<file path="src/vic_pkg.sv">
// package: register map, source bit positions and priority encodings for the interrupt controller
package vic_pkg;
  // register offsets (12-bit register port address)
  localparam logic [11:0] IRQ_REQ0_OFFSET   = 12'h0fc0;
  localparam logic [11:0] IRQ_CTRL_OFFSET   = 12'h0fc1;
  localparam logic [11:0] IRQ_ENABLE_OFFSET = 12'h0fc2;
  localparam logic [11:0] IRQ_PRIOHI_OFFSET = 12'h0fc3;
  localparam logic [11:0] IRQ_PRIOLO_OFFSET = 12'h0fc4;
  // pending bit positions in the request register
  localparam int TIMER_ONE_BIT  = 6;
  localparam int TIMER_ZERO_BIT = 5;
  localparam int SERIAL_RX_BIT  = 4;
  localparam int SERIAL_TX_BIT  = 3;
  localparam int CONVERTER_BIT  = 0;
  // control register: global enable bit position
  localparam int GLOBAL_ENABLE_BIT = 7;
  // writable (non-reserved) bits of the request register
  localparam logic [7:0] IRQ_REQ0_MASK  = 8'h79;
  localparam logic [7:0] IRQ_REQ0_RESET = 8'h00;
  localparam logic [7:0] IRQ_ENABLE_RESET = 8'h00;
  localparam logic [7:0] IRQ_PRIO_RESET   = 8'h00;
  // priority levels, {hi,lo}
  localparam logic [1:0] LEVEL_OFF = 2'h0;
  localparam logic [1:0] LEVEL_ONE = 2'h1;
  localparam logic [1:0] LEVEL_TWO = 2'h2;
  localparam logic [1:0] LEVEL_THREE = 2'h3;
  // vector numbers presented to the core
  localparam logic [3:0] VEC_NONE       = 4'h0;
  localparam logic [3:0] VEC_WATCHDOG   = 4'h1;
  localparam logic [3:0] VEC_TIMER_ONE  = 4'h2;
  localparam logic [3:0] VEC_TIMER_ZERO = 4'h3;
  localparam logic [3:0] VEC_SERIAL_RX  = 4'h4;
  localparam logic [3:0] VEC_SERIAL_TX  = 4'h5;
  localparam logic [3:0] VEC_CONVERTER  = 4'h6;
endpackage

</file>
<file path="src/vectored_interrupt_controller.sv">
// vectored interrupt controller core: request latch, global enable, 3-level priority
// Behaviour
// - write one to enable sets global enable
// - mask, ack, write zero, traps clear enable
// - three levels, level 3 most urgent
// - higher level wins; fixed order within level
// - watchdog and traps always top priority
// - acknowledge clears winning source pending bit
// - writing zero clears pending bit
// - request pulse sets pending bit
// - enabled: vector to core; else poll
// - watchdog and oscillator traps bypass registers
// - pending bit layout; reserved bits read zero
`timescale 1ns/1ps
`default_nettype none
module vectored_interrupt_controller
  import vic_pkg::*;
(
  input  wire logic        ref_clk,
  input  wire logic        rst,
  input  wire logic [11:0] regAddr,
  input  wire logic [7:0]  regWrData,
  input  wire logic        regWrite,
  input  wire logic        regRead,
  output logic      [7:0]  regRdData,
  input  wire logic        timerOneRequest,
  input  wire logic        timerZeroRequest,
  input  wire logic        serialRxRequest,
  input  wire logic        serialTxRequest,
  input  wire logic        converterRequest,
  input  wire logic        watchdogRequest,
  input  wire logic        globalMaskInstruction,
  input  wire logic        trapInstruction,
  input  wire logic        illegalTrap,
  input  wire logic        primaryOscFailTrap,
  input  wire logic        watchdogOscFailTrap,
  output logic             coreIrq,
  output logic      [3:0]  coreVector,
  output logic             coreTrapPending,
  input  wire logic        coreAck,
  output logic             globalEnable
);

  ////////////////////////////////////////////////////////////////////////////
  // state
  logic [7:0] pending_reg;
  logic [7:0] enable_reg;
  logic [7:0] prioHi_reg;
  logic [7:0] prioLo_reg;
  logic       globalEnable_reg;
  logic       watchdogPend_reg;
  logic [7:0] pending_next;
  logic [7:0] reqPulse;
  logic [7:0] ackClear;
  logic [7:0] swClear;
  logic [1:0] level [8];
  logic [7:0] eligible;
  logic [1:0] bestLevel;
  logic [2:0] winBit;
  logic       winValid;

  assign reqPulse = {1'b0, timerOneRequest, timerZeroRequest, serialRxRequest,
                     serialTxRequest, 2'b00, converterRequest};
  assign globalEnable = globalEnable_reg;

  ////////////////////////////////////////////////////////////////////////////
  // per-source priority level from hi/lo bit pairs; disabled sources sit at zero
  genvar gi;
  generate
    for (gi = 0; gi < 8; gi++)
    begin : g_level
      assign level[gi] = enable_reg[gi] ? {prioHi_reg[gi], prioLo_reg[gi]} : LEVEL_OFF;
      assign eligible[gi] = pending_reg[gi] && (level[gi] != LEVEL_OFF);
    end
  endgenerate

  // find highest level, then highest bit within it: bit 6 first, bit 0 last
  always_comb
  begin
    bestLevel = LEVEL_OFF;
    winBit    = 3'h0;
    winValid  = 1'b0;
    for (int i = 0; i < 8; i++)
    begin
      if (eligible[i] && level[i] > bestLevel)
        bestLevel = level[i];
    end
    for (int i = 0; i < 8; i++)
    begin
      if (eligible[i] && level[i] == bestLevel)
      begin
        winBit   = 3'(i);
        winValid = 1'b1;
      end
    end
  end

  ////////////////////////////////////////////////////////////////////////////
  // vector selection: bypass sources beat every programmable one
  always_comb
  begin
    coreTrapPending = primaryOscFailTrap || watchdogOscFailTrap || illegalTrap;
    if (watchdogPend_reg)
      coreVector = VEC_WATCHDOG;
    else if (!winValid)
      coreVector = VEC_NONE;
    else
    begin
      case (winBit)
        3'(TIMER_ONE_BIT):  coreVector = VEC_TIMER_ONE;
        3'(TIMER_ZERO_BIT): coreVector = VEC_TIMER_ZERO;
        3'(SERIAL_RX_BIT):  coreVector = VEC_SERIAL_RX;
        3'(SERIAL_TX_BIT):  coreVector = VEC_SERIAL_TX;
        default:            coreVector = VEC_CONVERTER;
      endcase
    end
  end

  // only forwarded while globally enabled; otherwise software polls
  assign coreIrq = globalEnable_reg && (watchdogPend_reg || winValid);

  ////////////////////////////////////////////////////////////////////////////
  // pending clears by acknowledge and by software zero writes
  always_comb
  begin
    ackClear = 8'h00;
    if (coreAck && coreIrq && !watchdogPend_reg)
      ackClear[winBit] = 1'b1;
    swClear = 8'h00;
    if (regWrite && regAddr == IRQ_REQ0_OFFSET)
      swClear = ~regWrData;
    // set wins over any clear in the same cycle
    pending_next = ((pending_reg & ~ackClear & ~swClear) | reqPulse) & IRQ_REQ0_MASK;
  end

  always_ff @(posedge ref_clk or posedge rst)
  begin
    if (rst)
      pending_reg <= IRQ_REQ0_RESET;
    else
      pending_reg <= pending_next;
  end

  // watchdog bypasses the request register; held until acknowledged
  always_ff @(posedge ref_clk or posedge rst)
  begin
    if (rst)
      watchdogPend_reg <= 1'b0;
    else if (watchdogRequest)
      watchdogPend_reg <= 1'b1;
    else if (coreAck && coreIrq)
      watchdogPend_reg <= 1'b0;
  end

  ////////////////////////////////////////////////////////////////////////////
  // global enable: a disable event beats a write of one in the same cycle
  always_ff @(posedge ref_clk or posedge rst)
  begin
    if (rst)
      globalEnable_reg <= 1'b0;
    else if (globalMaskInstruction || (coreAck && coreIrq) || trapInstruction
             || illegalTrap || primaryOscFailTrap || watchdogOscFailTrap)
      globalEnable_reg <= 1'b0;
    else if (regWrite && regAddr == IRQ_CTRL_OFFSET)
      globalEnable_reg <= regWrData[GLOBAL_ENABLE_BIT];
  end

  // enable and priority registers
  always_ff @(posedge ref_clk or posedge rst)
  begin
    if (rst)
    begin
      enable_reg <= IRQ_ENABLE_RESET;
      prioHi_reg <= IRQ_PRIO_RESET;
      prioLo_reg <= IRQ_PRIO_RESET;
    end
    else if (regWrite)
    begin
      if (regAddr == IRQ_ENABLE_OFFSET)
        enable_reg <= regWrData & IRQ_REQ0_MASK;
      if (regAddr == IRQ_PRIOHI_OFFSET)
        prioHi_reg <= regWrData & IRQ_REQ0_MASK;
      if (regAddr == IRQ_PRIOLO_OFFSET)
        prioLo_reg <= regWrData & IRQ_REQ0_MASK;
    end
  end

  ////////////////////////////////////////////////////////////////////////////
  // read port: data in the cycle after the strobe, zero otherwise
  always_ff @(posedge ref_clk or posedge rst)
  begin
    if (rst)
      regRdData <= 8'h00;
    else if (regRead)
    begin
      case (regAddr)
        IRQ_REQ0_OFFSET:   regRdData <= pending_reg;
        IRQ_CTRL_OFFSET:   regRdData <= {globalEnable_reg, 7'h00};
        IRQ_ENABLE_OFFSET: regRdData <= enable_reg;
        IRQ_PRIOHI_OFFSET: regRdData <= prioHi_reg;
        IRQ_PRIOLO_OFFSET: regRdData <= prioLo_reg;
        default:           regRdData <= 8'h00;
      endcase
    end
    else
      regRdData <= 8'h00;
  end

  ////////////////////////////////////////////////////////////////////////////
  // checks
  property p_setEnable;
    @(posedge ref_clk) disable iff (rst)
    (regWrite && regAddr == IRQ_CTRL_OFFSET && regWrData[GLOBAL_ENABLE_BIT]
     && !globalMaskInstruction && !coreAck && !trapInstruction && !illegalTrap
     && !primaryOscFailTrap && !watchdogOscFailTrap) |=> globalEnable;
  endproperty
  a_setEnable: assert property (p_setEnable) else $error("enable not set");

  property p_maskClears;
    @(posedge ref_clk) disable iff (rst)
    (globalMaskInstruction || trapInstruction || illegalTrap) |=> !globalEnable;
  endproperty
  a_maskClears: assert property (p_maskClears) else $error("enable not cleared");

  property p_reqSets;
    @(posedge ref_clk) disable iff (rst)
    timerOneRequest |=> pending_reg[TIMER_ONE_BIT];
  endproperty
  a_reqSets: assert property (p_reqSets) else $error("request lost");

  property p_swClear;
    @(posedge ref_clk) disable iff (rst)
    (regWrite && regAddr == IRQ_REQ0_OFFSET && !regWrData[SERIAL_RX_BIT]
     && !serialRxRequest) |=> !pending_reg[SERIAL_RX_BIT];
  endproperty
  a_swClear: assert property (p_swClear) else $error("zero write did not clear");

  property p_reserved;
    @(posedge ref_clk) disable iff (rst)
    (pending_reg & ~IRQ_REQ0_MASK) == 8'h00;
  endproperty
  a_reserved: assert property (p_reserved) else $error("reserved bit set");

  property p_noIrqDisabled;
    @(posedge ref_clk) disable iff (rst)
    !globalEnable |-> !coreIrq;
  endproperty
  a_noIrqDisabled: assert property (p_noIrqDisabled) else $error("irq while disabled");

  property p_ackClears;
    @(posedge ref_clk) disable iff (rst)
    (coreAck && coreIrq && !watchdogPend_reg && winBit == 3'(CONVERTER_BIT)
     && !converterRequest) |=> !pending_reg[CONVERTER_BIT] && !globalEnable;
  endproperty
  a_ackClears: assert property (p_ackClears) else $error("ack did not clear");

  property p_levelOrder;
    @(posedge ref_clk) disable iff (rst)
    (coreIrq && !watchdogPend_reg && eligible[CONVERTER_BIT]
     && level[CONVERTER_BIT] == LEVEL_THREE) |-> level[winBit] == LEVEL_THREE;
  endproperty
  a_levelOrder: assert property (p_levelOrder) else $error("lower level won");

  property p_watchdogFirst;
    @(posedge ref_clk) disable iff (rst)
    watchdogPend_reg |-> coreVector == VEC_WATCHDOG;
  endproperty
  a_watchdogFirst: assert property (p_watchdogFirst) else $error("watchdog not first");

  property p_failTrapsClear;
    @(posedge ref_clk) disable iff (rst)
    (primaryOscFailTrap || watchdogOscFailTrap || (coreAck && coreIrq)) |=> !globalEnable;
  endproperty
  a_failTrapsClear: assert property (p_failTrapsClear) else $error("trap left enable set");

  property p_zeroWriteDisables;
    @(posedge ref_clk) disable iff (rst)
    (regWrite && regAddr == IRQ_CTRL_OFFSET && !regWrData[GLOBAL_ENABLE_BIT])
    |=> !globalEnable;
  endproperty
  a_zeroWriteDisables: assert property (p_zeroWriteDisables) else $error("enable kept");

  // watchdog takes the vector whatever the per-source registers hold
  property p_watchdogBypass;
    @(posedge ref_clk) disable iff (rst)
    watchdogRequest |=> coreVector == VEC_WATCHDOG;
  endproperty
  a_watchdogBypass: assert property (p_watchdogBypass) else $error("watchdog not vectored");

  // a polled request must survive until software clears it, no ack can reach it
  property p_polledHolds;
    @(posedge ref_clk) disable iff (rst)
    (!globalEnable && pending_reg[TIMER_ZERO_BIT]
     && !(regWrite && regAddr == IRQ_REQ0_OFFSET)) |=> pending_reg[TIMER_ZERO_BIT];
  endproperty
  a_polledHolds: assert property (p_polledHolds) else $error("polled request lost");

  property p_trapPending;
    @(posedge ref_clk) disable iff (rst)
    (illegalTrap || primaryOscFailTrap || watchdogOscFailTrap) |-> coreTrapPending;
  endproperty
  a_trapPending: assert property (p_trapPending) else $error("trap not flagged");

  c_watchdog: cover property (@(posedge ref_clk) disable iff (rst) watchdogPend_reg && coreAck);

  c_vectored: cover property (@(posedge ref_clk) disable iff (rst) coreIrq && coreAck);
  c_polled: cover property (@(posedge ref_clk) disable iff (rst)
    !globalEnable && pending_reg != 8'h00);
  c_setClear: cover property (@(posedge ref_clk) disable iff (rst)
    serialTxRequest && regWrite && regAddr == IRQ_REQ0_OFFSET);
endmodule
`default_nettype wire

</file>
<file path="config.mk">
export PLATFORM = sky130hd
export DESIGN_NAME = vectored_interrupt_controller
export DESIGN_NICKNAME = d
export VERILOG_FILES = /design/src/vic_pkg.sv /design/src/vectored_interrupt_controller.sv
export SDC_FILE = /design/constraint.sdc
export NUM_CORES = 1
export LEC_CHECK = 0
export ABC_AREA = 1
export BUFFER_PORTS_ARGS = -buffer_cell sky130_fd_sc_hd__buf_2
export CAP_MARGIN = 20
export CORE_MARGIN = 2
export CORE_UTILIZATION = 40
export DETAILED_ROUTE_END_ITERATION = 6
export GPL_ROUTABILITY_DRIVEN = 1
export PLACE_DENSITY_LB_ADDON = 0.25
export SLEW_MARGIN = 40
export SYNTH_ARGS = -nofsm -noshare
export SYNTH_HDL_FRONTEND = slang
export SYNTH_SLANG_ARGS = --single-unit
</file>
<file path="constraint.sdc">
create_clock -name ref_clk -period 5.7 [get_ports ref_clk]
set_clock_uncertainty 0.15 [all_clocks]
set_input_delay 1.14 -clock ref_clk [delete_from_list [all_inputs] [get_ports ref_clk]]
set_output_delay 1.14 -clock ref_clk [all_outputs]
set_load 0.03 [all_outputs]
</file>
==> impl_metrics.yaml <==
outcome:
  outcome: "finished, violations left"
  violations: "negative setup slack"
setup_path:
  cpMaxStageDelayCell: "dfrtp_1"
  crit_buf_inv: 10
  cp_top_family: "simple AND/OR/NAND/NOR gates"
  crit_path_max_incr_delay_ps: 400
  arrival_ps: 4860
  worstSetupStartpointType: "flop"
  cp_max_fo: 5
  cp-end-kind: "output pin"
  critPathKind: "flop to output pin"
  crit_required_ps: 4410
final_layout:
  antenna_cells: 0
  post-route-util_pct: 63.7
  nets: 464
  regMostFlops: "regRdData"
  largest_register_ffs: 6
  finalNonFillerCells: 490
  layout_commonest_cell: "buf_4"
  area_growth_pct: 53.3
  layout-drive-gt1-share_pct: 52.1
  final_cell_mix: "71 x buf_4, 65 x nand2_1, 41 x buf_2"
placement:
  place_ws_ps: -506
  dp_hpwl_mm: 4.31
  gp_congestion: 0.853
  numPortBuffers: 45
  dp.cells: 449
yosys:
  synth_edf_count: 0
  ys.flop_type: "dfrtp_1"
  synth_seq_cells: 28
  syn-cell-area_mm2: 0.00212
  syn_inst: 301
  ys_async_sr_fraction_pct: 100
  yosysTopAreaCell: "dfrtp_1"
  synth.avg_cell_area_um2: 7.05
  synth_top_area_share_pct: 33.0
  ys_top_cells_by_area: "dfrtp_1 33%, nand2_1 15%, inv_1 8.1%, o21ai_0 5.9%, nand3_1 4.2%"
  synth_warnings: 0
  synth_cell_types: 32
  synth-seq-area-share_pct: 33.0
routing:
  vias_per_cell: 4.70
  totalWireLength_mm: 5.98
  drc: 0
  drt_iter0_markers: 162
  post_drt_wl_per_cell_um: 12.2
  first_pass_iters: 4
  num_vias: 2305
  antenna_left: 0
clocking:
  cts_hold_buf: 0
  cts_root_buffer: "clkbuf_8"
  cts_tree: "built"
  clk_latency_ps: 280
  clock_sinks: 28
  htreeDepth: 1
  numCtsBuffers: 3
  clk_path_buf_depth: 2
  clk_pin_slew_ps: 90
power_and_ir_drop:
  power_density_mw_per_mm2: 107
  ir_worst_vdd_mv: 0.0831
  power_leakage_uw: 0.00174
die:
  ios: 51
  dieHeight_um: 76.9
  die_w_um: 76.9
  rows: 26
  die_area_mm2: 0.00591
  initial_core_util_pct: 41.6
  core-area_mm2: 0.00511
grt:
  grt_pass1_wl_mm: 9.97
  grt_overflow: 0
  grt_pass1_vias: 2251
  grt_usage_pct: 20.8
  antenna_found_initial: 0
  grt_max_degree: 29
run:
  cap_violations: 0
sta:
  fin_crit_ps: 6150
  max_freq_mhz: 163
  drv_slew: 0
  worst_slack_ps: -447
  hold_viol_final: 0
  max-slew-margin-rel_pct: 48.4
  rsz0062_at_grt: "true"
  tns_ps: -1730
  fin_crit_sh_pct: 108
  worst_slew_pin_slew_ps: 768
  finalSetupViolations: 4
min_path:
  hold_path.class: "flop to flop"
## path summary, 6_finish.rpt
path,start,to,slack [ps],cells after the start
max reg2reg,enable_reg[0],pending_reg[6],630,42
max in group asynchronous,rst,prioLo_reg[4],4260,2
min,watchdogPend_reg,watchdogPend_reg,330,2
min in group asynchronous,rst,regRdData[7],760,2
min reg2reg,watchdogPend_reg,watchdogPend_reg,330,2
max,enable_reg[0],coreVector[2],-450,40
## tightest hold or removal path: cells and delay by family (launching register included)
family | cells | cell delay (ps)
AND/OR/NAND/NOR | 2 | 100
flip-flops | 1 | 350
## stage by stage
step                area [um^2]  total power, uW  hold slack, ps
detailed placement         2740              229             308
finish                     3250              348             326
global route               3250              361             376
global placement           2730              228             309
floorplan                  2180              216             292
CTS                        3060              353             332
## timing repair
item,CTS,global route
setup endpoints to repair,4,6
buffers inserted,24,13
pin swaps,28,31
resized for setup,27,30
## area by class of cell
cell class,instances,area [um^2]
multi-input cells,218,1420
inverters,53,201
repair buffers,117,795
flip-flops and latches,28,701
clock buffers,4,55.1
well taps,70,87.6
fillers,458,1850
## cells by family after synthesis
family	count (synthesis)	share of synthesized area (%)
AOI/OAI and AO/OA	53	16.0
and+or+nand+nor	155	36.1
other	1	0.177
adders and majority gates	7	4.12
DFF	28	33.0
buffers and inverters	57	10.6
## report_power, final
| group | switching, uW | internal [uW] | leakage [uW] |
|---|---|---|---|
| logic | 15.5 | 10.1 | 0.00135 |
| registers | 0.419 | 199 | 0.000360 |
| clock network | 61.4 | 61.9 | 0.0000288 |
## synthesized netlist by cell type (6+ instances only)
master,count
nor2_1,17
ha_1,7
nand3_2,7
inv_1,46
nand2_2,11
dfrtp_1,28
inv_2,7
o21bai_2,6
a21oi_1,6
nand3_1,18
nand2_1,86
o21ai_0,25
## per-layer routing
| metal | share of wire (%) | up-vias | global-route usage (%) |
|---|---|---|---|
| li1 | - | 1197 | - |
| met1 | 46 | 1036 | 27.3 |
| met2 | 49 | 61 | 36.4 |
| met3 | 4.4 | 11 | 2.35 |
| met4 | 1.3 | 0 | 4.73 |
| met5 | 0 | - | 0 |
No activity file was read; power rests on OpenSTA's default activity.
